## src/dbpio_pkg.sv

```systemverilog
package dbpio_pkg;
   localparam logic [7:0] DBPIO_OFS_PORT61 = 8'h00;
   localparam logic [7:0] DBPIO_OFS_PORTE1 = 8'h04;
   localparam logic [7:0] DBPIO_OFS_PORT70 = 8'h08;
   localparam logic [7:0] DBPIO_OFS_VIDEO = 8'h0C;
   localparam logic [7:0] DBPIO_OFS_STATUS = 8'h10;
   localparam logic [7:0] DBPIO_OFS_SETUP0 = 8'h20;
   localparam logic [7:0] DBPIO_OFS_DECODE0 = 8'h24;
   localparam logic [7:0] DBPIO_OFS_DEC_STRIDE = 8'h08;
   localparam int DBPIO_NUM_DEC = 3;
   localparam int DBPIO_P61_PARITY_EN = 2;
   localparam int DBPIO_P61_CHAN_EN = 3;
   localparam int DBPIO_P61_CHAN_STAT = 6;
   localparam int DBPIO_P61_PARITY_STAT = 7;
   localparam int DBPIO_E1_CHECK_EN = 0;
   localparam int DBPIO_P70_NMI_MASK = 7;
   localparam int DBPIO_VID_ENABLE = 0;
   localparam int DBPIO_VID_SETUP = 1;
   localparam int DBPIO_SET_ENABLE = 0;
   localparam int DBPIO_SET_LOW_MASK = 1;
   localparam int DBPIO_SET_UPPER_EXT = 2;
   localparam int DBPIO_SET_WRITE_ONLY = 3;
   localparam int DBPIO_SET_READ_ONLY = 4;
   localparam logic [7:0] DBPIO_P61_RESET = 8'h00;
   localparam logic [7:0] DBPIO_E1_RESET = 8'h00;
   localparam logic [7:0] DBPIO_P70_RESET = 8'h80;
   localparam logic [7:0] DBPIO_VID_RESET = 8'h01;
   localparam logic [16:0] DBPIO_IO_KBD_DATA = 17'h0_0060;
   localparam logic [16:0] DBPIO_IO_KBD_CMD = 17'h0_0064;
   localparam logic [16:0] DBPIO_IO_CMOS_LO = 17'h0_0074;
   localparam logic [16:0] DBPIO_IO_CMOS_HI = 17'h0_0075;
   localparam logic [1:0] DBPIO_HTRANS_NONSEQ = 2'h2;
   localparam logic [1:0] DBPIO_AC_STRAIGHT = 2'h0;
   localparam logic [31:0] DBPIO_ZERO_WORD = 32'h0000_0000;

   typedef struct packed
   {
      logic [7:0] setup;
      logic [9:0] addr;
   } dbpio_dec_cfg_t;

   typedef struct packed
   {
      logic [16:0] addr;
      logic rd_n;
      logic wr_n;
      logic upper_ok_n;
   } dbpio_xbus_t;

   typedef enum logic [1:0]
   {
      CLR_IDLE,
      CLR_E1_SET,
      CLR_E1_DONE,
      CLR_P61_SET
   } dbpio_clr_state_t;

   // Odd parity bit for one byte: high when ones are even
   function automatic logic dbpio_parity_bit(input logic [7:0] b);
      dbpio_parity_bit = ~(^b);
   endfunction : dbpio_parity_bit
endpackage : dbpio_pkg

```

## src/dbpio_prog_decode.sv

```systemverilog
module dbpio_prog_decode
   import dbpio_pkg::*;
(
   input wire dbpio_dec_cfg_t cfg,
   input wire dbpio_xbus_t xbus,
   output logic hit
);
   logic [9:0] care;
   logic addr_ok;
   logic upper_ok;
   logic dir_ok;

   always_comb
   begin
      care = 10'h3FF;
      if (cfg.setup[DBPIO_SET_LOW_MASK])
      begin
         care = 10'h3F8;
      end
      addr_ok = ((xbus.addr[9:0] ^ cfg.addr) & care) == 10'h000;
      if (cfg.setup[DBPIO_SET_UPPER_EXT])
      begin
         upper_ok = !xbus.upper_ok_n;
      end
      else
      begin
         upper_ok = xbus.addr[16:10] == 7'h00;
      end
      if (cfg.setup[DBPIO_SET_WRITE_ONLY])
      begin
         dir_ok = !xbus.wr_n;
      end
      else if (cfg.setup[DBPIO_SET_READ_ONLY])
      begin
         dir_ok = !xbus.rd_n;
      end
      else
      begin
         dir_ok = !xbus.rd_n || !xbus.wr_n;
      end
      hit = cfg.setup[DBPIO_SET_ENABLE] && addr_ok && upper_ok && dir_ok;
   end
endmodule : dbpio_prog_decode

```

## src/dbpio_top.sv

```systemverilog
module dbpio_top
   import dbpio_pkg::*;
#(
   parameter int NUM_DEC = DBPIO_NUM_DEC
)
(
   input wire logic hclk,
   input wire logic hresetn,
   input wire logic hsel,
   input wire logic [31:0] haddr,
   input wire logic [1:0] htrans,
   input wire logic hwrite,
   input wire logic [2:0] hsize,
   input wire logic [31:0] hwdata,
   input wire logic hready,
   output logic hreadyout,
   output logic hresp,
   output logic [31:0] hrdata,
   input wire logic system_reset,
   input wire logic [16:0] periph_addr_bit,
   input wire logic periph_io_read_n,
   input wire logic periph_io_write_n,
   input wire logic upper_addr_qualify_n,
   input wire logic action_code_hi,
   input wire logic action_code_lo,
   input wire logic bus_master,
   input wire logic data_read_n,
   input wire logic read_latch_enable,
   input wire logic [31:0] ld_in,
   output logic [31:0] ld_out,
   output logic ld_oe,
   input wire logic [31:0] md_in,
   output logic [31:0] md_out,
   output logic md_oe,
   input wire logic [3:0] mem_parity_bit_in,
   output logic [3:0] mem_parity_bit_out,
   output logic mem_parity_bit_oe,
   input wire logic [3:0] byte_check_enable_n,
   input wire logic channel_check_in_n,
   output logic channel_check_out_n,
   output logic nmi,
   output logic onboard_video_enable,
   output logic video_setup_n,
   input wire logic kbc_irq_pin_a,
   input wire logic kbc_irq_pin_b,
   output logic keyboard_irq_n,
   output logic aux_pointer_irq,
   output logic cmos_index_lo_wr_n,
   output logic cmos_index_hi_wr_n,
   output logic kbc_chip_select_n,
   output logic [NUM_DEC-1:0] prog_io_decode_n,
   output logic periph_bus_dir
);
   logic [7:0] port61;
   logic [7:0] port_e1;
   logic [7:0] port70;
   logic [7:0] video_ctrl;
   dbpio_dec_cfg_t dec_cfg [NUM_DEC];
   logic [NUM_DEC-1:0] dec_hit;
   dbpio_xbus_t xbus;
   dbpio_clr_state_t clr_state;
   logic parity_error;
   logic clear_error;
   logic [3:0] byte_bad;
   logic new_error;
   logic pin_a_prev;
   logic pin_b_prev;
   logic kbd_pending;
   logic aux_pending;
   logic kbd_data_read;
   logic ph_write;
   logic ph_read;
   logic [7:0] ph_addr;
   logic rd_wait;
   logic wr_now;
   logic [7:0] wbyte;
   logic md_to_ld;
   logic [1:0] action_code;

   assign xbus = '{addr: periph_addr_bit, rd_n: periph_io_read_n,
                   wr_n: periph_io_write_n, upper_ok_n: upper_addr_qualify_n};
   assign action_code = {action_code_hi, action_code_lo};

   // AHB address phase capture
   always_ff @(posedge hclk or negedge hresetn)
   begin
      if (!hresetn)
      begin
         ph_write <= 1'b0;
         ph_read <= 1'b0;
         ph_addr <= 8'h00;
      end
      else if (hready)
      begin
         ph_write <= hsel && htrans == DBPIO_HTRANS_NONSEQ && hwrite;
         ph_read <= hsel && htrans == DBPIO_HTRANS_NONSEQ && !hwrite;
         ph_addr <= haddr[7:0];
      end
      else if (rd_wait)
      begin
         ph_read <= ph_read;
      end
   end

   // Reads take one wait state to load read data
   always_ff @(posedge hclk or negedge hresetn)
   begin
      if (!hresetn)
      begin
         rd_wait <= 1'b0;
      end
      else
      begin
         rd_wait <= ph_read && !rd_wait;
      end
   end

   assign hreadyout = !(ph_read && !rd_wait);
   assign hresp = 1'b0;
   assign wr_now = ph_write;
   assign wbyte = hwdata[7:0];

   // Read data mux, unmapped reads as zero
   always_ff @(posedge hclk or negedge hresetn)
   begin
      if (!hresetn)
      begin
         hrdata <= DBPIO_ZERO_WORD;
      end
      else if (ph_read && !rd_wait)
      begin
         hrdata <= DBPIO_ZERO_WORD;
         if (ph_addr == DBPIO_OFS_PORT61)
         begin
            hrdata[7:0] <= {parity_error, !channel_check_in_n, port61[5:0]};
         end
         else if (ph_addr == DBPIO_OFS_PORTE1)
         begin
            hrdata[7:0] <= port_e1;
         end
         else if (ph_addr == DBPIO_OFS_PORT70)
         begin
            hrdata[7:0] <= port70;
         end
         else if (ph_addr == DBPIO_OFS_VIDEO)
         begin
            hrdata[7:0] <= video_ctrl;
         end
         else if (ph_addr == DBPIO_OFS_STATUS)
         begin
            hrdata[3:0] <= {clr_state == CLR_IDLE, aux_pending, kbd_pending, parity_error};
         end
         else
         begin
            for (int i = 0; i < NUM_DEC; i++)
            begin
               if (ph_addr == DBPIO_OFS_SETUP0 + 8'(i) * DBPIO_OFS_DEC_STRIDE)
               begin
                  hrdata[7:0] <= dec_cfg[i].setup;
               end
               else if (ph_addr == DBPIO_OFS_DECODE0 + 8'(i) * DBPIO_OFS_DEC_STRIDE)
               begin
                  hrdata[9:0] <= dec_cfg[i].addr;
               end
            end
         end
      end
   end

   // Port style control registers
   always_ff @(posedge hclk or negedge hresetn)
   begin
      if (!hresetn)
      begin
         port61 <= DBPIO_P61_RESET;
         port_e1 <= DBPIO_E1_RESET;
         port70 <= DBPIO_P70_RESET;
         video_ctrl <= DBPIO_VID_RESET;
      end
      else if (system_reset)
      begin
         port61 <= DBPIO_P61_RESET;
         port_e1 <= DBPIO_E1_RESET;
         port70 <= DBPIO_P70_RESET;
         video_ctrl <= DBPIO_VID_RESET;
      end
      else if (wr_now)
      begin
         if (ph_addr == DBPIO_OFS_PORT61)
         begin
            port61 <= {2'b00, wbyte[5:0]};
         end
         else if (ph_addr == DBPIO_OFS_PORTE1)
         begin
            port_e1 <= wbyte;
         end
         else if (ph_addr == DBPIO_OFS_PORT70)
         begin
            port70 <= wbyte;
         end
         else if (ph_addr == DBPIO_OFS_VIDEO)
         begin
            video_ctrl <= wbyte;
         end
      end
   end

   always_ff @(posedge hclk or negedge hresetn)
   begin
      if (!hresetn)
      begin
         for (int i = 0; i < NUM_DEC; i++)
         begin
            dec_cfg[i] <= '0;
         end
      end
      else if (system_reset)
      begin
         for (int i = 0; i < NUM_DEC; i++)
         begin
            dec_cfg[i] <= '0;
         end
      end
      else if (wr_now)
      begin
         for (int i = 0; i < NUM_DEC; i++)
         begin
            if (ph_addr == DBPIO_OFS_SETUP0 + 8'(i) * DBPIO_OFS_DEC_STRIDE)
            begin
               dec_cfg[i].setup <= wbyte;
            end
            else if (ph_addr == DBPIO_OFS_DECODE0 + 8'(i) * DBPIO_OFS_DEC_STRIDE)
            begin
               dec_cfg[i].addr <= hwdata[9:0];
            end
         end
      end
   end

   always_ff @(posedge hclk or negedge hresetn)
   begin
      if (!hresetn)
      begin
         clr_state <= CLR_IDLE;
      end
      else if (system_reset)
      begin
         clr_state <= CLR_IDLE;
      end
      else if (wr_now)
      begin
         case (clr_state)
            CLR_IDLE:
            begin
               if (ph_addr == DBPIO_OFS_PORTE1 && wbyte[DBPIO_E1_CHECK_EN])
               begin
                  clr_state <= CLR_E1_SET;
               end
            end
            CLR_E1_SET:
            begin
               if (ph_addr == DBPIO_OFS_PORTE1 && !wbyte[DBPIO_E1_CHECK_EN])
               begin
                  clr_state <= CLR_E1_DONE;
               end
            end
            CLR_E1_DONE:
            begin
               if (ph_addr == DBPIO_OFS_PORT61 && wbyte[DBPIO_P61_CHAN_EN] && wbyte[DBPIO_P61_PARITY_EN])
               begin
                  clr_state <= CLR_P61_SET;
               end
            end
            CLR_P61_SET:
            begin
               if (ph_addr == DBPIO_OFS_PORT61 && !wbyte[DBPIO_P61_CHAN_EN] && !wbyte[DBPIO_P61_PARITY_EN])
               begin
                  clr_state <= CLR_IDLE;
               end
            end
            default:
            begin
               clr_state <= CLR_IDLE;
            end
         endcase
      end
   end

   assign clear_error = wr_now && clr_state == CLR_P61_SET && ph_addr == DBPIO_OFS_PORT61
                        && !wbyte[DBPIO_P61_CHAN_EN] && !wbyte[DBPIO_P61_PARITY_EN];

   always_comb
   begin
      for (int i = 0; i < 4; i++)
      begin
         byte_bad[i] = !byte_check_enable_n[i]
                       && dbpio_parity_bit(md_in[8*i +: 8]) != mem_parity_bit_in[i];
      end
      new_error = !data_read_n && read_latch_enable && |byte_bad
                  && port_e1[DBPIO_E1_CHECK_EN] && !port61[DBPIO_P61_PARITY_EN];
   end

   // sticky error, set wins over clear
   always_ff @(posedge hclk or negedge hresetn)
   begin
      if (!hresetn)
      begin
         parity_error <= 1'b0;
      end
      else if (system_reset)
      begin
         parity_error <= 1'b0;
      end
      else if (new_error)
      begin
         parity_error <= 1'b1;
      end
      else if (clear_error)
      begin
         parity_error <= 1'b0;
      end
   end

   always_ff @(posedge hclk or negedge hresetn)
   begin
      if (!hresetn)
      begin
         channel_check_out_n <= 1'b1;
         nmi <= 1'b0;
      end
      else if (system_reset)
      begin
         channel_check_out_n <= 1'b1;
         nmi <= 1'b0;
      end
      else
      begin
         channel_check_out_n <= !parity_error;
         nmi <= !port70[DBPIO_P70_NMI_MASK]
                && ((parity_error && !port61[DBPIO_P61_PARITY_EN])
                    || (!channel_check_in_n && !port61[DBPIO_P61_CHAN_EN]));
      end
   end

   always_ff @(posedge hclk or negedge hresetn)
   begin
      if (!hresetn)
      begin
         onboard_video_enable <= 1'b0;
         video_setup_n <= 1'b1;
      end
      else
      begin
         onboard_video_enable <= !system_reset && video_ctrl[DBPIO_VID_ENABLE];
         video_setup_n <= system_reset || !video_ctrl[DBPIO_VID_SETUP];
      end
   end

   assign kbd_data_read = !periph_io_read_n && periph_addr_bit == DBPIO_IO_KBD_DATA;

   always_ff @(posedge hclk or negedge hresetn)
   begin
      if (!hresetn)
      begin
         pin_a_prev <= 1'b0;
         pin_b_prev <= 1'b0;
         kbd_pending <= 1'b0;
         aux_pending <= 1'b0;
      end
      else if (system_reset)
      begin
         pin_a_prev <= kbc_irq_pin_a;
         pin_b_prev <= kbc_irq_pin_b;
         kbd_pending <= 1'b0;
         aux_pending <= 1'b0;
      end
      else
      begin
         pin_a_prev <= kbc_irq_pin_a;
         pin_b_prev <= kbc_irq_pin_b;
         if (kbc_irq_pin_a && !pin_a_prev)
         begin
            kbd_pending <= 1'b1;
         end
         else if (kbd_data_read)
         begin
            kbd_pending <= 1'b0;
         end
         if (kbc_irq_pin_b && !pin_b_prev)
         begin
            aux_pending <= 1'b1;
         end
         else if (kbd_data_read)
         begin
            aux_pending <= 1'b0;
         end
      end
   end

   assign keyboard_irq_n = !kbd_pending;
   assign aux_pointer_irq = aux_pending;

   for (genvar g = 0; g < NUM_DEC; g++)
   begin : g_dec
      dbpio_prog_decode u_dec
      (
         .cfg(dec_cfg[g]),
         .xbus(xbus),
         .hit(dec_hit[g])
      );
   end

   always_ff @(posedge hclk or negedge hresetn)
   begin
      if (!hresetn)
      begin
         cmos_index_lo_wr_n <= 1'b1;
         cmos_index_hi_wr_n <= 1'b1;
         kbc_chip_select_n <= 1'b1;
         prog_io_decode_n <= '1;
         periph_bus_dir <= 1'b1;
      end
      else if (system_reset)
      begin
         cmos_index_lo_wr_n <= 1'b1;
         cmos_index_hi_wr_n <= 1'b1;
         kbc_chip_select_n <= 1'b1;
         prog_io_decode_n <= '1;
         periph_bus_dir <= 1'b1;
      end
      else
      begin
         cmos_index_lo_wr_n <= !(!periph_io_write_n && periph_addr_bit == DBPIO_IO_CMOS_LO);
         cmos_index_hi_wr_n <= !(!periph_io_write_n && periph_addr_bit == DBPIO_IO_CMOS_HI);
         kbc_chip_select_n <= !((!periph_io_read_n || !periph_io_write_n)
                               && (periph_addr_bit == DBPIO_IO_KBD_DATA
                                   || periph_addr_bit == DBPIO_IO_KBD_CMD));
         prog_io_decode_n <= ~dec_hit;
         periph_bus_dir <= !(!periph_io_read_n && dec_hit == '0);
      end
   end

   assign md_to_ld = bus_master ? (action_code == DBPIO_AC_STRAIGHT && data_read_n) : !data_read_n;

   always_ff @(posedge hclk or negedge hresetn)
   begin
      if (!hresetn)
      begin
         ld_out <= DBPIO_ZERO_WORD;
         md_out <= DBPIO_ZERO_WORD;
         ld_oe <= 1'b0;
         md_oe <= 1'b0;
         mem_parity_bit_out <= 4'h0;
         mem_parity_bit_oe <= 1'b0;
      end
      else if (system_reset)
      begin
         ld_oe <= 1'b0;
         md_oe <= 1'b0;
         mem_parity_bit_oe <= 1'b0;
      end
      else
      begin
         ld_oe <= md_to_ld;
         md_oe <= !md_to_ld;
         mem_parity_bit_oe <= data_read_n;
         if (md_to_ld && (bus_master || read_latch_enable))
         begin
            ld_out <= md_in;
         end
         if (!md_to_ld)
         begin
            md_out <= ld_in;
            for (int i = 0; i < 4; i++)
            begin
               mem_parity_bit_out[i] <= dbpio_parity_bit(ld_in[8*i +: 8]);
            end
         end
      end
   end
endmodule : dbpio_top

```

## config.mk

```make
export PLATFORM = sky130hd
export DESIGN_NAME = dbpio_top
export DESIGN_NICKNAME = d
export VERILOG_FILES = /design/src/dbpio_pkg.sv /design/src/dbpio_prog_decode.sv /design/src/dbpio_top.sv
export SDC_FILE = /design/constraint.sdc
export NUM_CORES = 1
export LEC_CHECK = 0
export BUFFER_PORTS_ARGS = -buffer_cell sky130_fd_sc_hd__buf_2
export CAP_MARGIN = 0
export CELL_PAD_IN_SITES_DETAIL_PLACEMENT = 1
export CELL_PAD_IN_SITES_GLOBAL_PLACEMENT = 1
export CORE_ASPECT_RATIO = 1.4
export CORE_MARGIN = 1.5
export CORE_UTILIZATION = 40
export DETAILED_ROUTE_END_ITERATION = 16
export PLACE_DENSITY = 0.77
export SLEW_MARGIN = 10
export SYNTH_ARGS = -nofsm -noshare
export SYNTH_HDL_FRONTEND = slang
export SYNTH_SLANG_ARGS = --single-unit
```

## constraint.sdc

```tcl
create_clock -name hclk -period 2.35 [get_ports hclk]
set_input_delay 0.235 -clock hclk [delete_from_list [all_inputs] [get_ports hclk]]
set_output_delay 0.235 -clock hclk [all_outputs]
set_load 0.05 [all_outputs]
```

==> run_results.csv <==
group,metric,value,unit
power,p_comb_frac,0.277,
place,dpl_worst_slack,0.1075,ns
route,vias_per_cell,5.337,
worst_setup_path,r2r_cells,5,
timing,final-setup-viol-count,0,
worst_setup_path,crit_chain,"nor3b_1, a21oi_1, o32a_1, o221ai_1, o221a_2",
logic_synthesis,yosysWarnings,0,
grt,antenna_found_initial,0,
route,wl_met3,1498,um
grt,grt_pass1_vias,8677,
layout,fin_nets,1371,
logic_synthesis,synth_top_area_frac,0.4537,
worst_setup_path,endpoint,"hrdata[0]",
timing,fin_tns_setup,0,ns
floorplan,ios,293,
clock_network,cts.reportedPaths.clkPinSlew,0.07,ns
floorplan,die_h,191.0,um
worst_setup_path,ff2ff_setup_slack,0.11,ns
clock_network,clock_sinks,194,
worst_setup_path,worstPathArrival,2.62,ns
route,top_layer_used,"met4",
run,maxCapViolCount,0,
clock_network,cts-resized-gates,0,
power,p_switching,3.392,mW
timing,rsz0062_at_grt,"false",
layout,syn_to_final_growth,22.15,%
floorplan,die_area,26210,sq um
timing,fin_skew,0.01502,ns
route,drt_iter0_drc,361,
power,switching_share,0.3651,
route,ant_nets,0,
logic_synthesis,synth_commonest_cells,"dfrtp_1, nand2_1, nor2_1",
clock_network,cts_buffers,17,
power,peakVddDrop,554.5,uV
route,routed_wirelength,29560,um
grt,grt_pass1_wl,47070,um
layout,insertedDiodeCount,0,
place,portBuffers,220,
worst_setup_path,startpoint,"ph_addr[4]",
route,drtPass1Iterations,5,
power,p_clk_frac,0.311,
clock_network,clockBufferDepth,2,
timing,slew_headroom,0.4779,
worst_setup_path,critPathLaunchType,"register",
timing,period_share,0.9538,
clock_network,cts_tree,"done",
floorplan,rows,68,
worst_setup_path,slowest_stage,"nor3b_1",
power,finalPower,9.291,mW
hold_path,min_path_type,"in2reg",
logic_synthesis,synth.ff_latch_count,194,
clock_network,cts_setup_buffers,0,
grt,overflow,0,
route,vias,8107,
timing,hold_viol,0,
timing,slew_violations,0,
power,p_int,5.899,mW
worst_setup_path,crit_fanout,9,
power,power_density,753.5,nW/um^2
logic_synthesis,synth_top_cells_by_area,"dfrtp_1, mux2i_1, mux2_2",
worst_setup_path,crit_cells,5,
outcome,outcome,"finished clean",
timing,worst_pin_slew,0.7815,ns
logic_synthesis,synthCells,956,
logic_synthesis,synth_area,10090,sq um
grt,track_usage,0.2349,
clock_network,holdBufCountCts,18,
layout,post-route-util,0.4980,
worst_setup_path,cpLargestDelayFamily,"compound AO/OA/AOI/OAI gates",
worst_setup_path,critPathRequiredTime,2.73,ns
power,leakagePower,6.065,nW
floorplan,initial_utilization,0.4077,
place,gp_congestion,0.8651,
logic_synthesis,async_reset_ff_frac,1.000,
logic_synthesis,synth_top_area_cell,"dfrtp_1",
worst_setup_path,critPathCaptureType,"register",
logic_synthesis,synth-main-ff-cell,"dfrtp_1",
layout,multi_input_area,4781,sq um
logic_synthesis,syn_area_per_cell,10.56,sq um
route,drt_drc_violations_left,0,
clock_network,clockRootBuffer,"clkbuf_16",
logic_synthesis,synth_enable_flop_cells,0,
clock_network,clk_latency,0.45,ns
route,wl_per_cell,19.46,um
layout,fillers,2793,
floorplan,core_area,24760,sq um
grt,grt_max_degree,68,
worst_setup_path,rr_endpoint,"hrdata[0]",
floorplan,die_x,137.3,um
route,wl_met1,11540,um
worst_setup_path,max_stage_delay,0.70,ns
clock_network,htreeDepth,4,
power,p_seq_frac,0.412,
timing,fin_crit,2.242,ns
worst_setup_path,critical_path_class,"reg2reg",
logic_synthesis,ys_seq_area_frac,0.4823,
layout,layout.area.seq,4868,sq um
timing,max_freq,446.1,MHz
logic_synthesis,synth_cell_types,74,
worst_setup_path,crit_buf_inv,0,
route,wl_met2,15710,um
worst_setup_path,rr_startpoint,"ph_addr[4]",
place,dpl.hpwl,21990,um
layout,layout-drive-gt1-share,0.3223,
timing,fin_ws,0.1085,ns
logic_synthesis,synth_most_common_cell,"dfrtp_1",
cells by family after synthesis:
| kind of cell | count (synthesis) | share of synthesized area |
|---|---|---|
| AO/OA/AOI/OAI | 115 | 0.07587 |
| other | 1 | 0.0003715 |
| adder cells (fa/ha/maj) | 4 | 0.004959 |
| XOR/XNOR | 78 | 0.07859 |
| flip-flops | 194 | 0.4823 |
| buffers and inverters | 101 | 0.05219 |
| multiplexers | 130 | 0.1424 |
| AND/OR/NAND/NOR | 333 | 0.1633 |
flip-flops by register name, indices dropped and copies added (netlist names), 2 cells and up:
register            flops
ld_out                 32
dec_cfg                54
hrdata                 10
ph_addr                 8
clr_state               2
port70                  8
md_out                 32
port_e1                 8
prog_io_decode_n        3
mem_parity_bit_out      4
port61                  6
video_ctrl              8
layer usage:
metal	up-vias	global-route usage
met1	4110	0.2718
li1	3707	-
met2	243	0.4256
met4	0	0.09231
met3	47	0.04110
met5	-	0
worst min-delay path: stages:
cell	delay, ns
buf_2	0.10
nand2_1	0.05
nand2_1	0.05
cell usage in the layout (no fill, tap or decap), types with 15 or more instances in the layout:
master	Yosys	final
buf_2	9	219
dfrtp_1	183	183
nand2_1	129	129
nor2_1	89	89
mux2i_1	75	75
mux2_2	49	49
a21oi_1	48	48
xnor2_1	44	44
buf_4	30	33
xor2_1	26	26
conb_1	1	23
dlygate4sd3_1	0	18
inv_1	17	17
clkbuf_16	0	17
nor2b_1	15	15
stage by stage:
step | instances | hold WS (ns) | cell area [sq um]
after global placement | 1470 | 0.2794 | 11580
after CTS | 1519 | 0.0002713 | 12330
after global routing | 1519 | 0.01110 | 12330
final | 1519 | 0.01112 | 12330
after detailed placement | 1470 | 0.2758 | 11580
after floorplan | 978 | -0.06059 | 10180
area by class of cell:
cell class	instances	share of cell area
Sequential cell	194	0.3949
Timing Repair Buffer	276	0.1328
Tap cell	315	0.03197
Multi-Input combinational cell	683	0.3878
Inverter	20	0.006089
Clock inverter	14	0.01197
Clock buffer	17	0.03450
power groups by stage:
stage                     combinational, mW  sequential [mW]  clock, mW
after floorplan                       0.885             4.82          0
after global placement                 2.52             3.87          0
after detailed placement               2.57             3.89          0
after CTS                              2.60             3.83       2.96
after global routing                   2.74             3.87       3.09
final                                  2.57             3.83       2.89
how the worst min path moves through the flow:
stage,start,end,slack (ns),cells after the start
after floorplan,hresetn,aux_pointer_irq,-0.06,0
after global placement,hresetn,ld_out[26],0.28,1
after detailed placement,hresetn,ld_out[26],0.28,1
after CTS,ld_in[20],md_out[20],0.0003,3
after global routing,ld_in[21],md_out[21],0.01,3
final,ld_in[20],md_out[20],0.01,3
No activity file was read; power rests on OpenSTA's default activity.
